==> config.mk <==
export PLATFORM = sky130hd
export DESIGN_NAME = ocft_core
export DESIGN_NICKNAME = d
export VERILOG_FILES = /design/src/core/ocft_pkg.sv /design/src/core/ocft_sampler.sv /design/src/core/ocft_thermal.sv /design/src/core/ocft_core.sv
export SDC_FILE = /design/constraint.sdc
export NUM_CORES = 1
export LEC_CHECK = 0
export BUFFER_PORTS_ARGS = -buffer_cell sky130_fd_sc_hd__buf_2
export CORE_MARGIN = 4
export CORE_UTILIZATION = 61
export CTS_BUF_LIST = sky130_fd_sc_hd__clkbuf_2 sky130_fd_sc_hd__clkbuf_4 sky130_fd_sc_hd__clkbuf_8
export CTS_CLUSTER_SIZE = 28
export DETAILED_ROUTE_END_ITERATION = 16
export HOLD_SLACK_MARGIN = 0.1
export MAX_ROUTING_LAYER = met4
export PLACE_DENSITY = 0.92
export SLEW_MARGIN = 40
export SYNTH_ARGS = -nofsm -noshare
export SYNTH_HDL_FRONTEND = slang
export SYNTH_HIERARCHICAL = 1
export SYNTH_SLANG_ARGS = --single-unit
export TNS_END_PERCENT = 30
==> constraint.sdc <==
create_clock -name clk -period 6.7 [get_ports clk]
set_clock_uncertainty 0.1 [all_clocks]
set_input_delay 0.335 -clock clk [delete_from_list [all_inputs] [get_ports clk]]
set_output_delay 0.335 -clock clk [all_outputs]
set_load 0.1 [all_outputs]
==> src/core/ocft_pkg.sv <==
// ocft_pkg: constants and carrier types for the overcurrent and
// over-temperature fault logic.
// assumes a single 250 MHz clock domain; no bus, plain ports only.
package ocft_pkg;
  // clock and derived timing
  localparam int CLK_PERIOD_PS = 4000;
  localparam int SAMPLE_DELAY_PS = 45000;   // comparator latch delay
  localparam int SAMPLE_WIN_PS = 60000;     // sampling window length
  // least time: round up
  localparam int SAMPLE_DELAY_CYC =
    (SAMPLE_DELAY_PS + CLK_PERIOD_PS - 1) / CLK_PERIOD_PS;
  // longest time: round down
  localparam int SAMPLE_WIN_CYC = SAMPLE_WIN_PS / CLK_PERIOD_PS;
  localparam int HICCUP_MS = 20;
  localparam int HICCUP_CYC = HICCUP_MS * 250000;  // 250 cycles per us
  // fault counting
  localparam logic [6:0] OC_HICCUP_DEFAULT = 7'h08;
  localparam logic [2:0] OC_CLEAN_RUN = 3'h6;
  localparam logic [1:0] OC_STEP_DOWN_RUN = 2'h3;
  localparam logic [2:0] OC_STEP_UP_RUN = 3'h4;
  localparam logic [6:0] OC_PBP_UNIT = 7'h08;
  // duty fractions in eighths of the period
  localparam logic [3:0] DUTY_HALF = 4'h4;
  localparam logic [3:0] DUTY_QUARTER = 4'h2;
  localparam logic [3:0] DUTY_EIGHTH = 4'h1;
  localparam logic [3:0] DUTY_FULL = 4'h8;
  // temperature
  localparam logic [7:0] OT_LIMIT_RESET = 8'h91;  // 145 C
  localparam logic [7:0] OT_HYST = 8'h19;         // 25 C
  // fast comparator thresholds per select-pin state (code units)
  localparam logic [7:0] OC_LIM_FLOAT = 8'h80;
  localparam logic [7:0] OC_LIM_HIGH = 8'hC0;
  localparam logic [7:0] OC_LIM_LOW = 8'h40;

  typedef enum logic [1:0] {
    OCFT_SEL_FLOAT, OCFT_SEL_HIGH, OCFT_SEL_LOW, OCFT_SEL_RSVD
  } ocft_sel_t;

  typedef enum logic [1:0] {
    OCFT_OC_HICCUP, OCFT_OC_PBP_LATCH, OCFT_OC_PBP_HICCUP, OCFT_OC_CC
  } ocft_oc_resp_t;

  typedef enum logic [1:0] {
    OCFT_OT_IGNORE, OCFT_OT_INHIBIT, OCFT_OT_LATCH, OCFT_OT_RSVD
  } ocft_ot_resp_t;

  // host configuration bundle
  typedef struct packed {
    logic analog_mode;
    ocft_oc_resp_t oc_resp;
    logic [2:0] pbp_eighths;   // count = (n+1)*8, 8..64
    logic oc_limit_override;
    logic [7:0] oc_limit;
    logic [11:0] oc_warn_limit;
    ocft_ot_resp_t ot_resp;
    logic ot_limit_override;
    logic [7:0] ot_limit;
  } ocft_cfg_t;

  // status bundle
  typedef struct packed {
    logic [11:0] iout;         // 1/16 A per lsb
    logic oc_warn;
    logic oc_fault;
    logic hiccup;
    logic oc_latched_off;
    logic [7:0] temp;          // 1 C per lsb
    logic ot_fault;
    logic ot_latched_off;
  } ocft_stat_t;
endpackage

==> src/core/ocft_sampler.sv <==
// ocft_sampler: per-cycle overcurrent sampling window and latch.
// assumes cycle-start and drive-level inputs already synchronised.
module ocft_sampler
  import ocft_pkg::*;
(
  input wire logic clk,
  input wire logic nrst,
  input wire logic max_duty,
  input wire logic start_rise,
  input wire logic drive_rise,
  input wire logic comp,
  output logic sampled,
  output logic trip
);
  logic [4:0] cnt_q;
  logic armed_q;

  // delay counter starts on reference edge chosen by duty regime
  always_ff @(posedge clk) begin
    if (!nrst) begin
      cnt_q <= 5'h00;
      armed_q <= 1'b0;
    end else if (max_duty ? drive_rise : start_rise) begin
      cnt_q <= 5'h00;
      armed_q <= 1'b1;
    end else if (armed_q) begin
      if (cnt_q == 5'(SAMPLE_WIN_CYC - 1))
        armed_q <= 1'b0;  // window closes after about 60 ns
      cnt_q <= cnt_q + 5'h01;
    end
  end

  // latch the fast comparator 45 ns after the reference edge
  always_ff @(posedge clk) begin
    if (!nrst) begin
      sampled <= 1'b0;
      trip <= 1'b0;
    end else begin
      sampled <= armed_q && cnt_q == 5'(SAMPLE_DELAY_CYC - 1);
      if (armed_q && cnt_q == 5'(SAMPLE_DELAY_CYC - 1))
        trip <= comp;
    end
  end
endmodule

==> src/core/ocft_thermal.sv <==
// ocft_thermal: over-temperature trip, hysteresis and response.
// assumes temperature code already registered in this clock domain.
module ocft_thermal
  import ocft_pkg::*;
(
  input wire logic clk,
  input wire logic nrst,
  input wire logic [7:0] temp,
  input wire logic [7:0] limit,
  input wire ocft_ot_resp_t resp,
  input wire logic clear_faults,
  output logic inhibit,
  output logic fault,
  output logic latched
);
  logic [7:0] release_lvl;

  assign release_lvl = (limit > OT_HYST) ? limit - OT_HYST : 8'h00;

  // trip above limit, release 25 C below it
  always_ff @(posedge clk) begin
    if (!nrst) begin
      fault <= 1'b0;
    end else if (temp > limit) begin
      fault <= 1'b1;
    end else if (temp <= release_lvl) begin
      fault <= 1'b0;
    end
  end

  // latched response holds until clear; a new trip beats the clear
  always_ff @(posedge clk) begin
    if (!nrst)
      latched <= 1'b0;
    else if (resp == OCFT_OT_LATCH && temp > limit)
      latched <= 1'b1;
    else if (clear_faults)
      latched <= 1'b0;
  end

  always_comb begin
    case (resp)
      OCFT_OT_IGNORE: inhibit = latched;
      OCFT_OT_INHIBIT: inhibit = fault | latched;
      OCFT_OT_LATCH: inhibit = latched;
      default: inhibit = fault | latched;
    endcase
  end
endmodule

==> src/core/ocft_core.sv <==
// ocft_core: overcurrent and over-temperature fault response for a
// synchronous buck stage: telemetry, warning, cycle counting, duty
// step-down/up, hiccup and latched shutdown.
// assumes pins from the power stage are asynchronous; host config
// and telemetry codes come from logic on the same clock.
//
// Functional notes
// - output current reported as average current code, 1/16 A lsb.
// - warning compares the reported current with host warn limit.
// - fault detection uses only the fast low-side comparator.
// - analog mode picks one of three limits from select pin state.
// - low-side switch turns off at falling edge of cycle start.
// - at max duty, latch comparator 45 ns after drive rises.
// - below max duty, latch 45 ns after cycle start rises.
// - default and analog mode hiccup after 8 limited cycles.
// - six clean cycles in a row clear the cycle counter.
// - hiccup holds enable low 20 ms, clears state, restarts.
// - pulse limiting for 8 to 64 cycles, then latch or hiccup.
// - host may override the overcurrent fault threshold.
// - duty at or below one eighth gets no reduction, only count.
// - three-cycle runs cut duty to half, quarter, eighth.
// - four clean cycles double limited duty back to nominal.
// - temperature reported with 1 C resolution.
// - over-temperature limit resets to 145 C.
// - default response inhibits conversion, auto restart; a zero ot_resp selects ignore, only analog mode forces inhibit.
// - restart uses 25 C hysteresis under the trip limit.
// - response ignore, inhibit or latch; limit programmable.
module ocft_core
  import ocft_pkg::*;
#(
  parameter int HICCUP_CYCLES = HICCUP_CYC
)
(
  input wire logic clk,
  input wire logic nrst,
  input wire logic cycle_start_pulse,
  input wire logic low_drive_high,
  input wire logic overcurrent_trip,
  input wire logic sel_pin_high,
  input wire logic sel_pin_low,
  input wire logic max_duty,
  input wire logic [3:0] nominal_duty,
  input wire logic [11:0] avg_current_code,
  input wire logic [7:0] die_temp_code,
  input wire ocft_cfg_t cfg,
  input wire logic clear_faults,
  output logic low_side_switch,
  output logic conv_enable,
  output logic [3:0] duty_limit,
  output logic [7:0] oc_threshold,
  output logic host_alert_line_n,
  output ocft_stat_t status
);
  // synchronisers for power-stage pins
  logic [1:0] start_s_q, drive_s_q, comp_s_q, selh_s_q, sell_s_q;
  logic start_d1_q, drive_d1_q;
  logic start_rise, start_fall, drive_rise;
  logic sampled, trip;
  logic [6:0] oc_cnt_q;
  logic [2:0] clean_q;
  logic [1:0] run_dn_q;
  logic [2:0] run_up_q;
  logic [3:0] duty_q;
  logic limiting_q;
  logic hiccup_q;
  logic [22:0] hic_cnt_q;
  logic oc_latch_q;
  logic [6:0] oc_max;
  logic oc_reached;
  logic ot_inhibit, ot_fault, ot_latched;
  logic [7:0] ot_limit;
  logic oc_event_q;
  ocft_sel_t sel;

  // two flops before any logic reads a pin
  always_ff @(posedge clk) begin
    if (!nrst) begin
      start_s_q <= 2'h0;
      drive_s_q <= 2'h0;
      comp_s_q <= 2'h0;
      selh_s_q <= 2'h0;
      sell_s_q <= 2'h0;
    end else begin
      start_s_q <= {start_s_q[0], cycle_start_pulse};
      drive_s_q <= {drive_s_q[0], low_drive_high};
      comp_s_q <= {comp_s_q[0], overcurrent_trip};
      selh_s_q <= {selh_s_q[0], sel_pin_high};
      sell_s_q <= {sell_s_q[0], sel_pin_low};
    end
  end

  // edge detection on synchronised levels only
  always_ff @(posedge clk) begin
    if (!nrst) begin
      start_d1_q <= 1'b0;
      drive_d1_q <= 1'b0;
    end else begin
      start_d1_q <= start_s_q[1];
      drive_d1_q <= drive_s_q[1];
    end
  end

  assign start_rise = start_s_q[1] & ~start_d1_q;
  assign start_fall = ~start_s_q[1] & start_d1_q;
  assign drive_rise = drive_s_q[1] & ~drive_d1_q;

  // low-side switch on from drive onset, off at cycle-start fall
  always_ff @(posedge clk) begin
    if (!nrst)
      low_side_switch <= 1'b0;
    else if (!conv_enable || start_fall)
      low_side_switch <= 1'b0;
    else if (drive_rise)
      low_side_switch <= 1'b1;
  end

  ocft_sampler u_sampler (
    .clk(clk),
    .nrst(nrst),
    .max_duty(max_duty),
    .start_rise(start_rise),
    .drive_rise(drive_rise),
    .comp(comp_s_q[1]),
    .sampled(sampled),
    .trip(trip)
  );

  // fault threshold: analog pin choice or host override
  always_comb begin
    if (selh_s_q[1])
      sel = OCFT_SEL_HIGH;
    else if (sell_s_q[1])
      sel = OCFT_SEL_LOW;
    else
      sel = OCFT_SEL_FLOAT;
  end

  always_ff @(posedge clk) begin
    if (!nrst)
      oc_threshold <= OC_LIM_FLOAT;
    else if (!cfg.analog_mode && cfg.oc_limit_override)
      oc_threshold <= cfg.oc_limit;
    else begin
      case (sel)
        OCFT_SEL_HIGH: oc_threshold <= OC_LIM_HIGH;
        OCFT_SEL_LOW: oc_threshold <= OC_LIM_LOW;
        default: oc_threshold <= OC_LIM_FLOAT;
      endcase
    end
  end

  // count limit depends on configured response
  assign oc_max = (cfg.analog_mode || cfg.oc_resp == OCFT_OC_HICCUP)
    ? OC_HICCUP_DEFAULT
    : 7'({4'h0, cfg.pbp_eighths} + 7'h01) * OC_PBP_UNIT;
  assign oc_reached = oc_cnt_q >= oc_max;

  // one decision per sample, so one count per switching cycle
  always_ff @(posedge clk) begin
    if (!nrst || hiccup_q || oc_latch_q) begin
      oc_cnt_q <= 7'h00;
      clean_q <= 3'h0;
    end else if (sampled) begin
      if (trip) begin
        clean_q <= 3'h0;
        if (!oc_reached)
          oc_cnt_q <= oc_cnt_q + 7'h01;
      end else if (clean_q == OC_CLEAN_RUN - 3'h1) begin
        clean_q <= 3'h0;
        oc_cnt_q <= 7'h00;
      end else
        clean_q <= clean_q + 3'h1;
    end
  end

  // constant-current duty stepping in eighths of the period
  always_ff @(posedge clk) begin
    if (!nrst || hiccup_q || oc_latch_q) begin
      duty_q <= DUTY_FULL;
      limiting_q <= 1'b0;
      run_dn_q <= 2'h0;
      run_up_q <= 3'h0;
    end else if (sampled && cfg.oc_resp == OCFT_OC_CC
                 && !cfg.analog_mode) begin
      if (trip) begin
        run_up_q <= 3'h0;
        if (!limiting_q && nominal_duty <= DUTY_EIGHTH) begin
          run_dn_q <= 2'h0;
        end else if (run_dn_q == OC_STEP_DOWN_RUN - 2'h1) begin
          run_dn_q <= 2'h0;
          limiting_q <= 1'b1;
          if (!limiting_q)
            duty_q <= DUTY_HALF;
          else if (duty_q > DUTY_EIGHTH)
            duty_q <= duty_q >> 1;
        end else
          run_dn_q <= run_dn_q + 2'h1;
      end else begin
        run_dn_q <= 2'h0;
        if (!limiting_q)
          run_up_q <= 3'h0;
        else if (run_up_q == OC_STEP_UP_RUN - 3'h1) begin
          run_up_q <= 3'h0;
          if (duty_q >= DUTY_HALF)
            limiting_q <= 1'b0;
          else
            duty_q <= duty_q << 1;
        end else
          run_up_q <= run_up_q + 3'h1;
      end
    end
  end

  assign duty_limit = limiting_q ? duty_q : DUTY_FULL;

  // hiccup timer: enable low for the full hold, then restart
  always_ff @(posedge clk) begin
    if (!nrst) begin
      hiccup_q <= 1'b0;
      hic_cnt_q <= 23'h000000;
    end else if (hiccup_q) begin
      if (hic_cnt_q == 23'(HICCUP_CYCLES - 1)) begin
        hiccup_q <= 1'b0;
        hic_cnt_q <= 23'h000000;
      end else
        hic_cnt_q <= hic_cnt_q + 23'h000001;
    end else if (oc_reached && !oc_latch_q
                 && (cfg.analog_mode || cfg.oc_resp != OCFT_OC_PBP_LATCH))
      hiccup_q <= 1'b1;
  end

  // latched shutdown until host clears faults; trip beats clear
  always_ff @(posedge clk) begin
    if (!nrst)
      oc_latch_q <= 1'b0;
    else if (oc_reached && !cfg.analog_mode
             && cfg.oc_resp == OCFT_OC_PBP_LATCH)
      oc_latch_q <= 1'b1;
    else if (clear_faults)
      oc_latch_q <= 1'b0;
  end

  // sticky fault event for status and alert
  always_ff @(posedge clk) begin
    if (!nrst)
      oc_event_q <= 1'b0;
    else if (oc_reached)
      oc_event_q <= 1'b1;
    else if (clear_faults)
      oc_event_q <= 1'b0;
  end

  assign ot_limit = (!cfg.analog_mode && cfg.ot_limit_override)
    ? cfg.ot_limit : OT_LIMIT_RESET;

  ocft_thermal u_thermal (
    .clk(clk),
    .nrst(nrst),
    .temp(status.temp),
    .limit(ot_limit),
    .resp(cfg.analog_mode ? OCFT_OT_INHIBIT : cfg.ot_resp),
    .clear_faults(clear_faults),
    .inhibit(ot_inhibit),
    .fault(ot_fault),
    .latched(ot_latched)
  );

  // conversion enable gathers every shutdown cause
  always_ff @(posedge clk) begin
    if (!nrst)
      conv_enable <= 1'b0;
    else
      conv_enable <= !hiccup_q && !oc_latch_q && !ot_inhibit;
  end

  // telemetry and status registers
  always_ff @(posedge clk) begin
    if (!nrst)
      status <= '0;
    else begin
      status.iout <= avg_current_code;
      status.oc_warn <= avg_current_code > cfg.oc_warn_limit;
      status.oc_fault <= oc_event_q;
      status.hiccup <= hiccup_q;
      status.oc_latched_off <= oc_latch_q;
      status.temp <= die_temp_code;
      status.ot_fault <= ot_fault;
      status.ot_latched_off <= ot_latched;
    end
  end

  // alert stays low while any fault is recorded
  always_ff @(posedge clk) begin
    if (!nrst)
      host_alert_line_n <= 1'b1;
    else
      host_alert_line_n <= !(oc_event_q || status.oc_warn || ot_fault
                             || ot_latched);
  end
endmodule

=== Yosys cells after proc, flatten, opt, wreduce, memory -nomap -nowiden ===
Index checks and enable logic that the tools add are counted.

* Register bits: 105
* Input port bits: 71
* Output and inout bits: 41

* Add/subtract/negate cells: 8
* Order comparisons: 8
* Equal/unequal tests: 17
* Mux-type cells: 49
* Bitwise gates (word level): 8
* Reductions and logical operators: 44

{| class="wikitable"
|+ Operator list
! cell !! count
|-
| $mux 4 || 9
|-
| $mux 7 || 4
|-
| $mux 8 || 3
|-
| $add 23x1->23 const B || 1
|-
| $eq 23x23->1 const B || 1
|-
| $mux 23 || 1
|-
| $mux 1 || 20
|-
| $pmux 8 s2 || 1
|-
| $mux 3 || 5
|-
| $reduce_bool 2->1 || 7
|-
| $logic_and 1x1->1 || 13
|-
| $gt 12x12->1 || 1
|-
| $mux 2 || 6
|-
| $eq 5x4->1 const B || 2
|-
| $eq 2x2->1 const B || 4
|-
| $gt 8x5->1 const B || 1
|-
| $gt 8x8->1 || 1
|-
| $le 8x8->1 || 1
|-
| $logic_not 1->1 || 8
|-
| $logic_or 1x1->1 || 8
|-
| $sub 8x5->8 const B || 1
|-
| $add 7x1->7 const B || 1
|-
| $ge 7x7->1 || 1
|-
| $reduce_and 7->1 || 1
|-
| other kinds (19) || 33
|}

=== Depth between registers and ports, before layout ===
* Word-level depth: 8
* Gate-level depth with buffers: 13

=== Cells and area by module ===
The synthesis kept the hierarchy.

{| class="wikitable"
|+ Modules (own cells, without submodules)
! module !! times used !! cells an instance !! area an instance (sq um)
|-
| ocft_core || 1 || 443 || 4115.2
|-
| ocft_thermal || 1 || 82 || 645.6
|-
| ocft_sampler || 1 || 36 || 351.6
|}

=== Worst setup path after synthesis ===
No wires, ideal clock.

* Path type: in2reg
* Start point: input port cfg[8] (netlist bit)
* End point: register u_thermal.fault
* Data arrival time: 2.401 ns
* Required time: 6.466 ns
* Slack: 4.064 ns
* Cell stages on the path: 13
* Path buffers: 0
* Cell sequence: nor2b_1 > and2_1 > inv_1 > ha_1 > nor2_1 > o211ai_1 > nand2_1 > nand2_1 > ha_1 > a21oi_1 > a31oi_1 > a211oi_1 > o32ai_1

* Longest elaborated chain between the ends: 6
* Elaborated cells on any way between the ends: 9
* Classes of those cells: 1 x add/sub; 3 x order compare; 3 x mux; 2 x reduce/logical

{| class="wikitable"
|+ RTL lines
! item !! line !! source
|-
| start, declared || ocft_core.sv:45 || <nowiki>input wire ocft_cfg_t cfg,</nowiki>
|-
| $logic_and 1x1->1 (*) || ocft_core.sv:253 || <nowiki>assign ot_limit = (!cfg.analog_mode && cfg.ot_limit_override)</nowiki>
|-
| $mux 8 (*) || ocft_core.sv:254 || <nowiki>? cfg.ot_limit : OT_LIMIT_RESET;</nowiki>
|-
| via ot_limit[1] || ocft_core.sv:71 || <nowiki>logic [7:0] ot_limit;</nowiki>
|-
| $sub 8x5->8 / $gt 8x5->1 (equally long branches) || ocft_thermal.sv:18 || <nowiki>assign release_lvl = (limit > OT_HYST) ? limit - OT_HYST : 8'h00;</nowiki>
|-
| $mux 8 || ocft_thermal.sv:18 ||
|-
| $le 8x8->1 || ocft_thermal.sv:26 || <nowiki>end else if (temp <= release_lvl) begin</nowiki>
|-
| $reduce_bool 2->1 (no line) || - ||
|-
| end signal, assigned || ocft_thermal.sv:23 || <nowiki>fault <= 1'b0;</nowiki>
|-
| end signal, assigned || ocft_thermal.sv:25 || <nowiki>fault <= 1'b1;</nowiki>
|-
| end signal, assigned || ocft_thermal.sv:27 || <nowiki>fault <= 1'b0;</nowiki>
|-
| end, declared || ocft_thermal.sv:13 || <nowiki>output logic fault,</nowiki>
|}

Mark *: on every way through the listed nets, which the timed path passes. The rest lies on a longest branch.
A chain may end at the register's enable or synchronous reset.

=== Worst setup path in the final report ===
* Start point: input port cfg[37] (netlist bit)
* End point: register u_thermal.fault

* Longest elaborated chain between the ends: 7
* Elaborated cells on any way between the ends: 10
* Classes of those cells: 1 x add/sub; 3 x order compare; 3 x mux; 3 x reduce/logical

{| class="wikitable"
|+ RTL lines
! item !! line
|-
| $logic_not 1->1 (*) || ocft_core.sv:253
|-
| $logic_and 1x1->1 (*) || ocft_core.sv:253
|-
| $mux 8 (*) || ocft_core.sv:254
|-
| via ot_limit[0] || ocft_core.sv:71
|-
| $sub 8x5->8 / $gt 8x5->1 (equally long branches) || ocft_thermal.sv:18
|-
| $mux 8 || ocft_thermal.sv:18
|-
| $le 8x8->1 || ocft_thermal.sv:26
|-
| $reduce_bool 2->1 (no line) || -
|}

Marked as above.

==> flow_summary.toml <==
[setup_path]
cp_slowest_stage_delay_ns = 0.41
start_kind = "input port"
r2r_end = "hic_cnt_q[18]$_SDFFE_PN0P_"
critPathBufInv = 2
worstSetupEndpointType = "flop"
arrival_ns = 3.03
crit_start = "cfg[37]"
cp_top_family = "simple AND/OR/NAND/NOR gates"
r2r_start = "hic_cnt_q[0]$_SDFFE_PN0P_"
crit_cells = 14
rrSetupSlack_ns = 4.53
slowest_stage = "nor2b_1"
worstPathRequired_ns = 6.84
worstPathCellList = "buf_2 > nor2b_1 > nand2b_1 > inv_1 > ha_1 > nor2_1 > o211ai_1 > nand2_1 > nand2_1 > ha_1 > a21oi_1 > a31oi_1 > a211oi_1 > o32ai_1"
rr_worst_depth = 6
path_class = "in -> reg"
path_max_fanout = 8

[global_route]
grt_max_degree = 59
grt_pass1_vias = 4619
grt_antenna_before_repair = 0
grt_usage_pct = 26.8
grt.overflow.total = 0
grt_first_pass_wirelength_mm = 21.2

[sta]
fin_ws_ns = 3.82
fmax_mhz = 347
slew_headroom_pct = 48.2
period_needed_ns = 2.88
worstMarginPinSlew_ns = 0.770
period_share_pct = 43.0
setup_viol = 0
hold_viol_final = 0
rsz0062_at_grt = "false"
setup_tns_ns = 0
slew_viol_final = 0

[layout]
ff_latch_area_mm2 = 0.00210
final_cells = 807
multi_input_area_mm2 = 0.00284
mostFrequentLayoutCell = "buf_2"
drive_above_1_share_pct = 20.9
antennaDiodeCount = 0
layout_common_cells = "buf_2 (109), dfxtp_1 (105), and2_1 (52)"
num-fill-cells = 553
area_growth_pct = 21.7
fin_nets = 809

[yosys]
yosys-top-cells-area = "dfxtp_1 (41%), ha_1 (10%), and2_1 (6.4%)"
syn_nets = 673
synth_cells = 561
seq_area_frac_synth_pct = 41.1
yosys.area_share.simple_pct = 29.0
synth_compound_gate_area_share_pct = 9.99
async_flop_share_pct = 0
synth_ff_type = "dfxtp_1"
synth_cell_types = 63
yosys_register_bits = 105
synth.largest_area_cell = "dfxtp_1"
synth_area_per_cell_um2 = 9.11
syn_area_mm2 = 0.00511
synth_top_cell_area_share_pct = 41.1
synth_xor_xnor_area_share_pct = 5.48
ys_warn_count = 6
synthAdderAreaFrac_pct = 10.0
synth_top_family_by_area = "simple AND/OR/NAND/NOR gates"
synth_edf_count = 0
synthMuxAreaShare_pct = 0.979

[min_path]
min_to = "status[21]$_SDFF_PN0_"
holdPathStages = 2
worstHoldStart = "avg_current_code[7]"
hold_class = "in -> reg"

[detailed_routing]
vias = 4575
drc = 0
wl_per_cell_um = 15.7
drtIter0Drc = 256
ant_nets = 0
first_pass_iters = 5
routed_via_density = 5.67
wl_mm = 12.7

[power]
power_density_mw_per_mm2 = 207
leakagePower_nw = 2.72
p_total_mw = 1.29
peakVddDrop_v = 0.000125

[clock_tree]
cts_sinks = 105
htreeDepth = 3
cts_tree = "built"
cts_made_buffers = 9
path_clk_slew_ns = 0.10
insertion_delay_ns = 0.37
root_buffer = "clkbuf_8"
clk_path_buf_depth = 2

[placement]
gp_congestion = 0.959
dp.cells = 765
pre_cts_slack_ns = 3.44
port_buffers = 110
hpwl_mm = 8.92

[status]
status = "finished, final reports clean"

[floorplan]
initial_core_util_pct = 62.5
fp.dieW_um = 99.5
ios = 112
core.rowCount = 33
dieArea_mm2 = 0.00991
coreArea_mm2 = 0.00818
dieHeight_um = 99.5

[run]
maxCapViolCount = 0
==> power by group <==
part           total [mW]  internal (mW)  switching, mW
combinational       0.222         0.0705          0.151
sequential          0.655          0.642         0.0130
clock               0.410          0.188          0.222
total                1.29          0.901          0.386
==> kinds of logic (layout without fill, tap and decap cells) <==
group / after synthesis / after routing
AOI/OAI and AO/OA: 74 / 74
adders and majority gates: 41 / 41
muxes: 5 / 5
DFF: 105 / 105
xor gates and xnor gates: 32 / 32
and+or+nand+nor: 261 / 261
buffers and inverters: 43 / 184
==> per-stage QoR <==
stage / util, % / hold slack [ns] / instance area, µm²
final: 76.1 / 0.111 / 6220
after detailed placement: 70.2 / 0.320 / 5740
after CTS: 76.0 / 0.103 / 6210
after global placement: 70.2 / 0.317 / 5740
after floorplan: - / 0.312 / 5110
after global routing: 76.1 / 0.114 / 6220
==> area by class of cell <==
cell class,instances,area share [%]
inverters,32,1.93
clock inverters,6,1.21
flip-flops and latches,105,33.8
multi-input cells,413,45.7
repair buffers,136,13.1
well taps,105,2.11
clock buffers,10,2.21
==> cells in the mapped netlist, types with 2 or more instances <==
| cell type | n |
|---|---|
| a22oi_1 | 2 |
| xor2_1 | 18 |
| or4_1 | 2 |
| nor2b_1 | 12 |
| nand4b_1 | 3 |
| dfxtp_1 | 105 |
| xnor2_1 | 14 |
| or3_1 | 6 |
| nor2_1 | 48 |
| a31oi_1 | 2 |
| inv_1 | 31 |
| nand4_1 | 15 |
| nand3b_1 | 7 |
| and2_1 | 52 |
| and4b_1 | 3 |
| nand2_2 | 3 |
| a211oi_1 | 3 |
| o311ai_0 | 2 |
| ha_1 | 41 |
| o21ai_0 | 18 |
| nor3_1 | 8 |
| nor4_1 | 6 |
| a21oi_1 | 19 |
| mux2i_1 | 5 |
| o31ai_1 | 6 |
| nand3_1 | 25 |
| o211ai_1 | 2 |
| nand2_1 | 31 |
| nor3_2 | 3 |
| nand3_2 | 2 |
| a21boi_0 | 2 |
| nand2b_1 | 14 |
| clkbuf_1 | 8 |
| or2_2 | 3 |
| a21o_1 | 4 |
| and3_1 | 8 |
| and4_1 | 2 |
==> worst max path at each step <==
stage                                         endpoint  slack (ns)
after floorplan           u_thermal/fault$_SDFFE_PN0P_        4.06
after global placement    u_thermal/fault$_SDFFE_PN0P_        3.63
after detailed placement  u_thermal/fault$_SDFFE_PN0P_        3.44
after CTS                 u_thermal/fault$_SDFFE_PN0P_        3.83
after global routing      u_thermal/fault$_SDFFE_PN0P_        3.59
final                     u_thermal/fault$_SDFFE_PN0P_        3.82
==> metal layers <==
layer	GRT usage, %	vias up	routed length [µm]
met2	46.6	173	6540
li1	-	2224	-
met1	30.7	2143	5090
met5	-	-	0
met3	4.35	35	693
met4	10.8	0	348
==> flip-flops by register name, summed over array words and instances (netlist names), 2 cells and up <==
name	cells
u_sampler/cnt_q	5
run_dn_q	2
duty_q	4
oc_cnt_q	7
drive_s_q	2
selh_s_q	2
run_up_q	3
start_s_q	2
sell_s_q	2
oc_threshold	8
clean_q	3
comp_s_q	2
status	26
hic_cnt_q	23
==> timing repair <==
action                    in CTS  in global routing
setup buffers                  0                  0
resized for setup              0                  0
hold buffers                  26                  0
hold endpoints to repair      26                  0
Note: power is estimated with default switching activity, not from simulation.
